**src/dps_pkg.sv**
```systemverilog
// Constants and types shared by the distributor phase sequencer
package dps_pkg;
    localparam int          WORD_W      = 6;
    localparam int          STEP_W      = 5;
    localparam int          CLK_NS      = 50;
    localparam int          STEP_NS     = 50000;
    localparam int          STEP_CYC    = (STEP_NS + CLK_NS - 1) / CLK_NS;
    localparam logic [4:0]  DS_0        = 5'h00;
    localparam logic [4:0]  DS_1        = 5'h01;
    localparam logic [4:0]  DS_2        = 5'h02;
    localparam logic [4:0]  DS_3        = 5'h03;
    localparam logic [4:0]  DS_4        = 5'h04;
    localparam logic [4:0]  DS_5        = 5'h05;
    localparam logic [4:0]  DS_6        = 5'h06;
    localparam logic [4:0]  DS_7        = 5'h07;
    localparam logic [4:0]  DS_12       = 5'h0c;
    localparam logic [4:0]  DS_13       = 5'h0d;
    localparam logic [4:0]  DS_15       = 5'h0f;
    localparam logic [4:0]  DS_16       = 5'h10;
    localparam logic [4:0]  DS_17       = 5'h11;
    localparam logic [1:0]  AC_IDLE     = 2'h0;
    localparam logic [1:0]  AC_T1       = 2'h1;
    localparam logic [1:0]  AC_T2       = 2'h2;
    localparam logic [1:0]  AC_T3       = 2'h3;
    localparam logic [5:0]  OP_MAN_IN   = 6'h10;
    localparam logic [5:0]  OP_MAN_OUT  = 6'h12;
    localparam logic [5:0]  OP_EXT_IN   = 6'h14;
    localparam logic [5:0]  OP_EXT_OUT  = 6'h16;
    localparam logic [5:0]  OP_LOAD     = 6'h20;
    localparam logic [5:0]  OP_ADD      = 6'h24;
    localparam logic [5:0]  OP_MUL      = 6'h2c;
    localparam logic [5:0]  OP_DIV      = 6'h2e;
    localparam logic [5:0]  OP_SHR      = 6'h34;
    localparam logic [5:0]  OP_SHL      = 6'h36;
    localparam logic [5:0]  OP_STOP     = 6'h3e;
    localparam logic [5:0]  WORD_RST    = 6'h00;
    localparam logic [5:0]  PC_INCR     = 6'h02;
    localparam logic [5:0]  LOOP_PRESET = 6'h3f;
    localparam logic [4:0]  MAG_ONES    = 5'h1f;
    typedef struct packed {
        logic sign;
        logic ovf;
        logic zero;
        logic ierr;
    } dps_flags_s;
    localparam dps_flags_s  FLAGS_RST   = '{sign: 1'b0, ovf: 1'b0, zero: 1'b0, ierr: 1'b0};
endpackage

```
**src/dps_sequencer.sv**
```systemverilog
// Distributor phase sequencer: acquisition, add execution and loop control
//
// Contract
// - Acquisition step 0 copies program counter into memory address register.
// - Acquisition step 1 reads instruction code from memory into exchange register.
// - Acquisition step 2 clears instruction register and instruction-error flag.
// - Acquisition step 3 moves exchange register into instruction register.
// - Acquisition step 4 checks the instruction code for legality.
// - Acquisition step 5 advances the program counter by two.
// - Acquisition step 12 sets address bit zero to fetch operand address word.
// - Acquisition step 13 reads operand address into exchange register.
// - Step 16 clears sign flag; in acquisition it also clears overflow and zero-result flags.
// - Acquisition step 17 loads operand address into address register, enters execution.
// - Add execution step 1 reads operand data into exchange register.
// - Add execution step 3 sets sign flag when operand signs differ.
// - Add execution step 4 complements operand magnitude when sign flag set.
// - Add execution step 5 hands timing to adder counter until it returns to zero.
// - Add execution step 6 complements accumulator when sign set, overflow and zero clear.
// - Execution step 17 toggles phase back to acquisition.
// - Stop instruction halts in execution with distributor at step 5.
// - Eight instructions use loop sequences: manual, external I/O, multiply, divide, shifts.
// - Loop repeats step group loop-counter times, then finishes through step 17.
// - Shift sets loop counter at step 0, loads shift count at step 2.
// - Shift loop tests counter zero at step 12, decrements at step 13.
// - Step 15 shifts pair; step 16 jumps to 7 while nonzero, else 17.
// - Distributor advances by exactly one after each ordinary step.
// - Adder counter advances by one each adder phase, phase 1 through 3, then wraps to 0.
module dps_sequencer #(
    parameter int STEP_CYCLES = dps_pkg::STEP_CYC
) (
    input  wire logic               mclk,
    input  wire logic               sys_rst,
    input  wire logic               run_pin,
    input  wire logic               clear_pin,
    input  wire logic [5:0]         mem_rdata,
    output logic [5:0]              mem_addr_q,
    output logic                    mem_rd_q,
    output logic [4:0]              distributor_step_q,
    output logic                    phase_toggle_q,
    output logic [1:0]              adder_step_counter_q,
    output logic [5:0]              pc_q,
    output logic [5:0]              xreg_q,
    output logic [5:0]              ireg_q,
    output logic [5:0]              areg_q,
    output logic [5:0]              qreg_q,
    output logic [5:0]              loop_cnt_q,
    output dps_pkg::dps_flags_s     flags_q,
    output logic                    halted_q
);

    function automatic logic is_loop_op(input logic [5:0] op);
        is_loop_op = (op == dps_pkg::OP_MAN_IN) || (op == dps_pkg::OP_MAN_OUT)
                  || (op == dps_pkg::OP_EXT_IN) || (op == dps_pkg::OP_EXT_OUT)
                  || (op == dps_pkg::OP_MUL)    || (op == dps_pkg::OP_DIV)
                  || (op == dps_pkg::OP_SHR)    || (op == dps_pkg::OP_SHL);
    endfunction

    function automatic logic is_legal_op(input logic [5:0] op);
        is_legal_op = is_loop_op(op) || (op == dps_pkg::OP_LOAD)
                   || (op == dps_pkg::OP_ADD) || (op == dps_pkg::OP_STOP);
    endfunction

    localparam int DIV_W = $clog2(STEP_CYCLES + 1);

    logic [1:0]       sync1_q;
    logic [1:0]       sync2_q;
    logic [DIV_W-1:0] div_q;
    logic             tick_q;
    logic             adder_busy_q;
    logic             loop_zero_q;
    logic             clr;
    logic             step_en;
    logic             acq;
    logic             exe;
    logic             op_add;
    logic             op_loop;
    logic             op_shift;
    logic [5:0]       sum;
    logic [4:0]       am_shift;

    // Panel pins pass two flip-flops before use
    always_ff @(posedge mclk) begin
        if (sys_rst) begin
            sync1_q <= 2'h0;
            sync2_q <= 2'h0;
        end else begin
            sync1_q <= {clear_pin, run_pin};
            sync2_q <= sync1_q;
        end
    end

    assign clr      = sync2_q[1];
    assign acq      = !phase_toggle_q;
    assign exe      = phase_toggle_q;
    assign op_add   = (ireg_q == dps_pkg::OP_ADD);
    assign op_loop  = is_loop_op(ireg_q);
    assign op_shift = (ireg_q == dps_pkg::OP_SHR) || (ireg_q == dps_pkg::OP_SHL);
    // Distributor is frozen while the adder counter owns timing
    assign step_en  = tick_q && sync2_q[0] && !halted_q && !adder_busy_q;
    assign sum      = {1'b0, areg_q[4:0]} + {1'b0, xreg_q[4:0]};

    // Step rate divider: one enable pulse per distributor pulse
    always_ff @(posedge mclk) begin
        if (sys_rst || clr) begin
            div_q  <= '0;
            tick_q <= 1'b0;
        end else if (div_q == DIV_W'(STEP_CYCLES - 1)) begin
            div_q  <= '0;
            tick_q <= 1'b1;
        end else begin
            div_q  <= div_q + DIV_W'(1);
            tick_q <= 1'b0;
        end
    end

    always_ff @(posedge mclk) begin
        if (sys_rst || clr) begin
            distributor_step_q <= dps_pkg::DS_0;
        end else if (tick_q && adder_busy_q && adder_step_counter_q == dps_pkg::AC_T3) begin
            distributor_step_q <= dps_pkg::DS_6;
        end else if (step_en) begin
            if (exe && distributor_step_q == dps_pkg::DS_5 && ireg_q == dps_pkg::OP_STOP) begin
                distributor_step_q <= dps_pkg::DS_5;
            end else if (exe && distributor_step_q == dps_pkg::DS_5 && op_add) begin
                distributor_step_q <= dps_pkg::DS_5;
            end else if (exe && op_loop && distributor_step_q == dps_pkg::DS_16
                         && loop_cnt_q != dps_pkg::WORD_RST) begin
                distributor_step_q <= dps_pkg::DS_7;
            end else if (distributor_step_q == dps_pkg::DS_17) begin
                distributor_step_q <= dps_pkg::DS_0;
            end else begin
                distributor_step_q <= distributor_step_q + 5'h01;
            end
        end
    end

    always_ff @(posedge mclk) begin
        if (sys_rst || clr) begin
            phase_toggle_q <= 1'b0;
        end else if (step_en && distributor_step_q == dps_pkg::DS_17) begin
            phase_toggle_q <= !phase_toggle_q;
        end
    end

    always_ff @(posedge mclk) begin
        if (sys_rst || clr) begin
            halted_q <= 1'b0;
        end else if (step_en && exe && distributor_step_q == dps_pkg::DS_5
                     && ireg_q == dps_pkg::OP_STOP) begin
            halted_q <= 1'b1;
        end
    end

    // Adder control counter: T1 at start, then one phase per pulse
    always_ff @(posedge mclk) begin
        if (sys_rst || clr) begin
            adder_busy_q         <= 1'b0;
            adder_step_counter_q <= dps_pkg::AC_IDLE;
        end else if (step_en && exe && op_add && distributor_step_q == dps_pkg::DS_5) begin
            adder_busy_q         <= 1'b1;
            adder_step_counter_q <= dps_pkg::AC_T1;
        end else if (tick_q && adder_busy_q) begin
            adder_step_counter_q <= adder_step_counter_q + 2'h1;
            if (adder_step_counter_q == dps_pkg::AC_T3) begin
                adder_busy_q <= 1'b0;
            end
        end
    end

    always_ff @(posedge mclk) begin
        if (sys_rst) begin
            pc_q <= dps_pkg::WORD_RST;
        end else if (step_en && acq && distributor_step_q == dps_pkg::DS_5) begin
            pc_q <= pc_q + dps_pkg::PC_INCR;
        end
    end

    always_ff @(posedge mclk) begin
        if (sys_rst) begin
            mem_addr_q <= dps_pkg::WORD_RST;
        end else if (step_en && acq) begin
            if (distributor_step_q == dps_pkg::DS_0) begin
                mem_addr_q <= pc_q;
            end else if (distributor_step_q == dps_pkg::DS_12) begin
                mem_addr_q[0] <= 1'b1;
            end else if (distributor_step_q == dps_pkg::DS_17) begin
                mem_addr_q <= xreg_q;
            end
        end
    end

    // Read strobe is registered: high for the clock after the pulse on which mem_rdata is taken
    always_ff @(posedge mclk) begin
        if (sys_rst) begin
            mem_rd_q <= 1'b0;
        end else begin
            mem_rd_q <= step_en && ((acq && (distributor_step_q == dps_pkg::DS_1
                        || distributor_step_q == dps_pkg::DS_13))
                        || (exe && op_add && distributor_step_q == dps_pkg::DS_1));
        end
    end

    // Exchange register keeps the operand address into execution
    always_ff @(posedge mclk) begin
        if (sys_rst) begin
            xreg_q <= dps_pkg::WORD_RST;
        end else if (step_en) begin
            if (acq && (distributor_step_q == dps_pkg::DS_1
                        || distributor_step_q == dps_pkg::DS_13)) begin
                xreg_q <= mem_rdata;
            end else if (exe && op_add && distributor_step_q == dps_pkg::DS_1) begin
                xreg_q <= mem_rdata;
            end else if (exe && op_add && distributor_step_q == dps_pkg::DS_4 && flags_q.sign) begin
                xreg_q[4:0] <= ~xreg_q[4:0];
            end
        end
    end

    always_ff @(posedge mclk) begin
        if (sys_rst) begin
            ireg_q <= dps_pkg::WORD_RST;
        end else if (step_en && acq) begin
            if (distributor_step_q == dps_pkg::DS_2) begin
                ireg_q <= dps_pkg::WORD_RST;
            end else if (distributor_step_q == dps_pkg::DS_3) begin
                ireg_q <= xreg_q;
            end
        end
    end

    // Accumulator: group carries folded into one add, carry kept for T2
    logic end_carry_q;
    always_ff @(posedge mclk) begin
        if (sys_rst) begin
            areg_q      <= dps_pkg::WORD_RST;
            end_carry_q <= 1'b0;
        end else if (tick_q && adder_busy_q && adder_step_counter_q == dps_pkg::AC_T1) begin
            areg_q[4:0] <= sum[4:0];
            end_carry_q <= sum[5];
        end else if (step_en && exe && op_add && distributor_step_q == dps_pkg::DS_6
                     && flags_q.sign && !flags_q.ovf && !flags_q.zero) begin
            areg_q <= ~areg_q;
        end else if (step_en && exe && op_shift && distributor_step_q == dps_pkg::DS_15
                     && !loop_zero_q) begin
            areg_q[4:0] <= am_shift;
        end
    end

    // Loop counter and loop exit latch
    always_ff @(posedge mclk) begin
        if (sys_rst) begin
            loop_cnt_q  <= dps_pkg::WORD_RST;
            loop_zero_q <= 1'b0;
        end else if (step_en && exe && op_loop) begin
            if (distributor_step_q == dps_pkg::DS_0) begin
                loop_cnt_q <= dps_pkg::LOOP_PRESET;
            end else if (distributor_step_q == dps_pkg::DS_2) begin
                loop_cnt_q <= xreg_q;
            end else if (distributor_step_q == dps_pkg::DS_12) begin
                loop_zero_q <= (loop_cnt_q == dps_pkg::WORD_RST);
            end else if (distributor_step_q == dps_pkg::DS_13 && !loop_zero_q) begin
                loop_cnt_q <= loop_cnt_q - 6'h01;
            end
        end
    end

    // Pair shift: A magnitude and Q shift as one double register
    always_ff @(posedge mclk) begin
        if (sys_rst) begin
            qreg_q <= dps_pkg::WORD_RST;
        end else if (tick_q && adder_busy_q) begin
            qreg_q <= qreg_q;
        end else if (step_en && exe && op_shift && distributor_step_q == dps_pkg::DS_15
                     && !loop_zero_q) begin
            if (ireg_q == dps_pkg::OP_SHR) begin
                qreg_q <= {1'b0, areg_q[0], qreg_q[4:1]};
            end else begin
                qreg_q <= {1'b0, qreg_q[3:0], 1'b0};
            end
        end
    end

    always_comb begin
        am_shift = areg_q[4:0];
        if (ireg_q == dps_pkg::OP_SHR) begin
            am_shift = {1'b0, areg_q[4:1]};
        end else begin
            am_shift = {areg_q[3:0], qreg_q[4]};
        end
    end

    // Flags: a hardware set in the same pulse wins over a clear
    always_ff @(posedge mclk) begin
        if (sys_rst) begin
            flags_q <= dps_pkg::FLAGS_RST;
        end else begin
            if (step_en && acq && distributor_step_q == dps_pkg::DS_2) begin
                flags_q.ierr <= 1'b0;
            end else if (step_en && acq && distributor_step_q == dps_pkg::DS_4) begin
                flags_q.ierr <= !is_legal_op(ireg_q);
            end
            if (step_en && distributor_step_q == dps_pkg::DS_16) begin
                flags_q.sign <= 1'b0;
                if (acq) begin
                    flags_q.ovf  <= 1'b0;
                    flags_q.zero <= 1'b0;
                end
            end else if (step_en && exe && op_add && distributor_step_q == dps_pkg::DS_3
                         && areg_q[5] != xreg_q[5]) begin
                flags_q.sign <= 1'b1;
            end
            if (tick_q && adder_busy_q && adder_step_counter_q == dps_pkg::AC_T2 && end_carry_q) begin
                flags_q.ovf <= 1'b1;
            end
            if (tick_q && adder_busy_q && adder_step_counter_q == dps_pkg::AC_T3
                && areg_q[4:0] == dps_pkg::MAG_ONES) begin
                flags_q.zero <= 1'b1;
            end
        end
    end

    chk_step_order: assert property (@(posedge mclk) disable iff (sys_rst || clr)
        step_en && distributor_step_q == dps_pkg::DS_3 |=> distributor_step_q == dps_pkg::DS_4)
        else $error("distributor did not advance by one");
    chk_fetch_addr: assert property (@(posedge mclk) disable iff (sys_rst)
        step_en && acq && distributor_step_q == dps_pkg::DS_0 |=> mem_addr_q == $past(pc_q))
        else $error("program counter not copied to address");
    chk_pc_incr: assert property (@(posedge mclk) disable iff (sys_rst)
        step_en && acq && distributor_step_q == dps_pkg::DS_5 |=> pc_q == $past(pc_q) + 6'h02)
        else $error("program counter not advanced by two");
    chk_ireg_load: assert property (@(posedge mclk) disable iff (sys_rst)
        step_en && acq && distributor_step_q == dps_pkg::DS_3 |=> ireg_q == $past(xreg_q))
        else $error("instruction register not loaded");
    chk_phase_enter: assert property (@(posedge mclk) disable iff (sys_rst || clr)
        step_en && acq && distributor_step_q == dps_pkg::DS_17
        |=> exe && distributor_step_q == dps_pkg::DS_0 && mem_addr_q == $past(xreg_q))
        else $error("execution phase not entered");
    chk_adder_hold: assert property (@(posedge mclk) disable iff (sys_rst || clr)
        adder_busy_q |-> distributor_step_q == dps_pkg::DS_5)
        else $error("distributor moved during adder sequence");
    chk_adder_done: assert property (@(posedge mclk) disable iff (sys_rst || clr)
        $fell(adder_busy_q) && !$past(clr) |-> adder_step_counter_q == dps_pkg::AC_IDLE
        && distributor_step_q == dps_pkg::DS_6)
        else $error("adder did not return control at zero");
    chk_stop_halt: assert property (@(posedge mclk) disable iff (sys_rst || clr)
        halted_q |-> exe && distributor_step_q == dps_pkg::DS_5 ##1 halted_q)
        else $error("stop did not hold at step five");
    chk_loop_back: assert property (@(posedge mclk) disable iff (sys_rst || clr)
        step_en && exe && op_loop && distributor_step_q == dps_pkg::DS_16
        && loop_cnt_q != 6'h00 |=> distributor_step_q == dps_pkg::DS_7)
        else $error("loop did not return to step seven");
    chk_loop_dec: assert property (@(posedge mclk) disable iff (sys_rst)
        step_en && exe && op_loop && distributor_step_q == dps_pkg::DS_13 && !loop_zero_q
        |=> loop_cnt_q == $past(loop_cnt_q) - 6'h01)
        else $error("loop counter not decremented");
    chk_clear_seq: assert property (@(posedge mclk) disable iff (sys_rst)
        clr |=> distributor_step_q == dps_pkg::DS_0 && !phase_toggle_q)
        else $error("clear did not reset the sequence");

    cov_add_exec: cover property (@(posedge mclk) $fell(adder_busy_q));
    cov_loop_exit: cover property (@(posedge mclk) step_en && exe && op_loop
        && distributor_step_q == dps_pkg::DS_16 && loop_cnt_q == 6'h00);
    cov_stop: cover property (@(posedge mclk) $rose(halted_q));
    cov_ierr: cover property (@(posedge mclk) $rose(flags_q.ierr));

endmodule

```
**config.mk**
```make
export PLATFORM = sky130hd
export DESIGN_NAME = dps_sequencer
export DESIGN_NICKNAME = d
export VERILOG_FILES = /design/src/dps_pkg.sv /design/src/dps_sequencer.sv
export SDC_FILE = /design/constraint.sdc
export NUM_CORES = 1
export LEC_CHECK = 0
export BUFFER_PORTS_ARGS = -buffer_cell sky130_fd_sc_hd__buf_4
export CAP_MARGIN = 20
export CORE_MARGIN = 4
export CORE_UTILIZATION = 40
export CTS_CLUSTER_SIZE = 30
export DETAILED_ROUTE_END_ITERATION = 8
export SLEW_MARGIN = 20
export SYNTH_ARGS = -nofsm -noshare
export SYNTH_HDL_FRONTEND = slang
export SYNTH_SLANG_ARGS = --single-unit
export TNS_END_PERCENT = 30
```
**constraint.sdc**
```tcl
create_clock -name mclk -period 2.8 [get_ports mclk]
set_input_delay 0.7 -clock mclk [delete_from_list [all_inputs] [get_ports mclk]]
set_output_delay 0.7 -clock mclk [all_outputs]
set_load 0.01 [all_outputs]
```
==> results.toml <==
[global_routing]
grt_max_degree = 50
grt_pass1_wl_mm = 16.9
grtUsageTotal_pct = 18.6
overflow = 0
antenna_found_initial = 0
grt_pass1_vias = 3378

[yosys]
syn_avg_cell_area_um2 = 8.64
synth_cells = 447
async_flop_share_pct = 0
ys_ff_latch = 72
synth-edff-count = 0
syn-cell-area_um2 = 3860
ys_types = 63
yosys_warnings = 0
yosysSeqAreaShare_pct = 37.3
ys.flop_type = "dfxtp_1"

[final_layout]
multiInputGateArea_um2 = 2240
layout_common_cells = "dfxtp_1 (72), buf_4 (70), nor2_1 (56)"
area_growth_pct = 19.3
regArea_um2 = 1440
final_common_cell = "dfxtp_1"
diodes = 0
fillCellCount = 953
drive_above_1_share_pct = 19.3
stdcell_area_um2 = 4600
postLayoutCoreUtil_pct = 49.3
layout.nets = 532

[detailed_routing]
via_per_inst = 5.42
ant_nets = 0
dr_wl_met3_um = 743
wl_met2_mm = 4.77
drtIter0Drc = 232
wirelength_mm = 10.3
num_vias = 3461
dr.max_layer_used = "met4"
drc = 0
firstDrtPassIters = 4
routedWlPerCell_um = 16.1
met1Wirelength_mm = 4.61

[power_and_ir_drop]
power.total_uw = 1860
p_leak_uw = 0.00186
vdd_ir_drop_max_v = 0.000233
p_per_area_nw_per_um2 = 403

[setup_path]
crit_family = "compound AO/OA/AOI/OAI gates"
start_kind = "flop"
worst-r2r-cell-count = 7
cp.required_ps = 3060
path_class = "reg2reg"
r2r_slack_ps = 460
crit_slowest_cell = "or4_4"
r2r-end = "loop_cnt_q[2]"
worstPathCellList = "inv_1, ha_1, or4_4, a2111oi_4, buf_4, a21oi_1, a311oi_1"
crit_path_max_fanout = 12
crit_buf_inv = 2
path_depth = 7
r2r_start = "distributor_step_q[0]"
cpPeakStageDelay_ps = 550
cp-endpoint = "loop_cnt_q[2]"
cp-startpoint = "distributor_step_q[0]"
cp_data_arrival_time_ps = 2610
crit_path_end_kind = "flop"

[sta]
setup_viol = 0
max_freq_ghz = 0.427
rsz0062_at_grt = "no"
tns_ps = 0
drv_slew = 0
worst_pin_slew_ps = 731
fin_hold_ws_ps = 445
hold_viol_final = 0
layout_min_cycle_time_ps = 2340
slew_headroom_pct = 50.9
fin_skew_ps = 14.3
finalCritPeriodShare_pct = 83.7

[clock_tree]
cts_tree = "done"
cts_resized = 0
ctsHoldBuffers = 0
clk_latency_ps = 350
cts-root-buf = "clkbuf_8"
cts_sinks = 72
clk_pin_slew_ps = 80
cts_buffers = 9
htreeDepth = 3
cts_setup_buffers = 0
cts.path.max_buffers = 2

[floorplan]
core-area_um2 = 9330
initial_core_util_pct = 41.4
die_y_um = 106
pin_count = 66
rows = 35
die_w_um = 106
dieArea_um2 = 11300

[placed_design]
post_dp_cell_area_um2 = 4420
portBuffers = 63
gp_congestion = 0.862
dp_hpwl_mm = 7.49

[hold_path]
hp-class = "reg2reg"
hp-start = "div_q[0]"

[flow_run]
cap_violations = 0

[outcome]
outcome = "finished clean"
[sequential cells by signal, indices dropped and copies added (netlist names), 2 cells and up]
signal,flops
xreg_q,6
adder_step_counter_q,2
qreg_q,5
loop_cnt_q,6
pc_q,5
distributor_step_q,5
mem_addr_q,6
flags_q,4
ireg_q,6
areg_q,6
sync1_q,2
div_q,10
sync2_q,2
[logic make-up (layout without fill, tap and decap cells)]
group                      count (synthesis)  count (layout)  synth area share (%)
buffers and inverters                     39             100                  4.67
and+or+nand+nor                          194             194                  26.5
muxes                                     11              11                  2.85
DFF                                       72              72                  37.3
xor gates and xnor gates                  19              19                  4.31
AOI/OAI and AO/OA                         93              93                  18.2
adders and majority gates                 18              18                  6.03
other                                      1               2                0.0972
[through the flow]
step / setup WS, ps / cells
floorplan: 569 / 448
global placement: 558 / 622
detailed placement: 474 / 622
CTS: 442 / 638
global route: 235 / 638
finish: 455 / 638
[where the power goes]
part / total, µW / internal (µW) / switching (µW)
Combinational: 42.0 / 15.6 / 26.4
Clock: 782 / 408 / 374
Sequential: 1030 / 1030 / 3.07
[per-layer routing]
metal / GRT usage, % / up-vias
met5: 0 / -
li1: - / 1717
met2: 29.6 / 93
met1: 24.3 / 1639
met4: 6.48 / 0
met3: 4.86 / 12
[worst min path at each step]
stage	endpoint	slack, ps	depth (start not counted)
2_1_floorplan	div_q[0]	410	1
3_3_place_gp	div_q[0]	420	1
3_5_place_dp	sync2_q[0]	430	1
4_1_cts	div_q[0]	450	1
5_1_grt	sync2_q[1]	470	1
6_report	div_q[0]	450	1
[cell usage after synthesis (3+ instances only)]
| library cell | count | area share, % |
|---|---|---|
| dfxtp_1 | 72 | 37 |
| nor2_1 | 56 | 5.4 |
| nand2_1 | 41 | 4.0 |
| ha_1 | 17 | 5.5 |
| nand3_1 | 17 | 2.2 |
| nor3_1 | 17 | 2.2 |
| clkbuf_1 | 16 | 1.6 |
| a21oi_1 | 15 | 1.9 |
| inv_1 | 14 | 1.4 |
| a211oi_1 | 12 | 2.3 |
| mux2i_1 | 11 | 2.9 |
| xnor2_1 | 11 | 2.5 |
| nor2b_1 | 10 | 1.6 |
| or3_1 | 10 | 1.6 |
| a21o_1 | 8 | 1.6 |
| and3_1 | 8 | 1.3 |
| o21ai_0 | 8 | 1.0 |
| xor2_1 | 8 | 1.8 |
| a22oi_1 | 7 | 1.4 |
| a311oi_1 | 7 | 1.6 |
| a31oi_1 | 7 | 1.1 |
| o211ai_1 | 6 | 1.2 |
| nand4_1 | 5 | 0.81 |
| buf_4 | 4 | 0.78 |
| o21a_1 | 4 | 0.78 |
| a311oi_2 | 3 | 1.2 |
| and4bb_2 | 3 | 0.97 |
| nor4_1 | 3 | 0.49 |
| o32a_1 | 3 | 0.78 |
| or2_2 | 3 | 0.49 |
[layout make-up]
class	instances	area share, %
repair buffers	70	11.4
clock buffers	12	2.94
multi-input cells	337	48.7
inverters	14	1.14
well taps	129	3.51
clock inverters	4	0.979
flip-flops and latches	72	31.3
No activity file was read; power rests on OpenSTA's default activity.
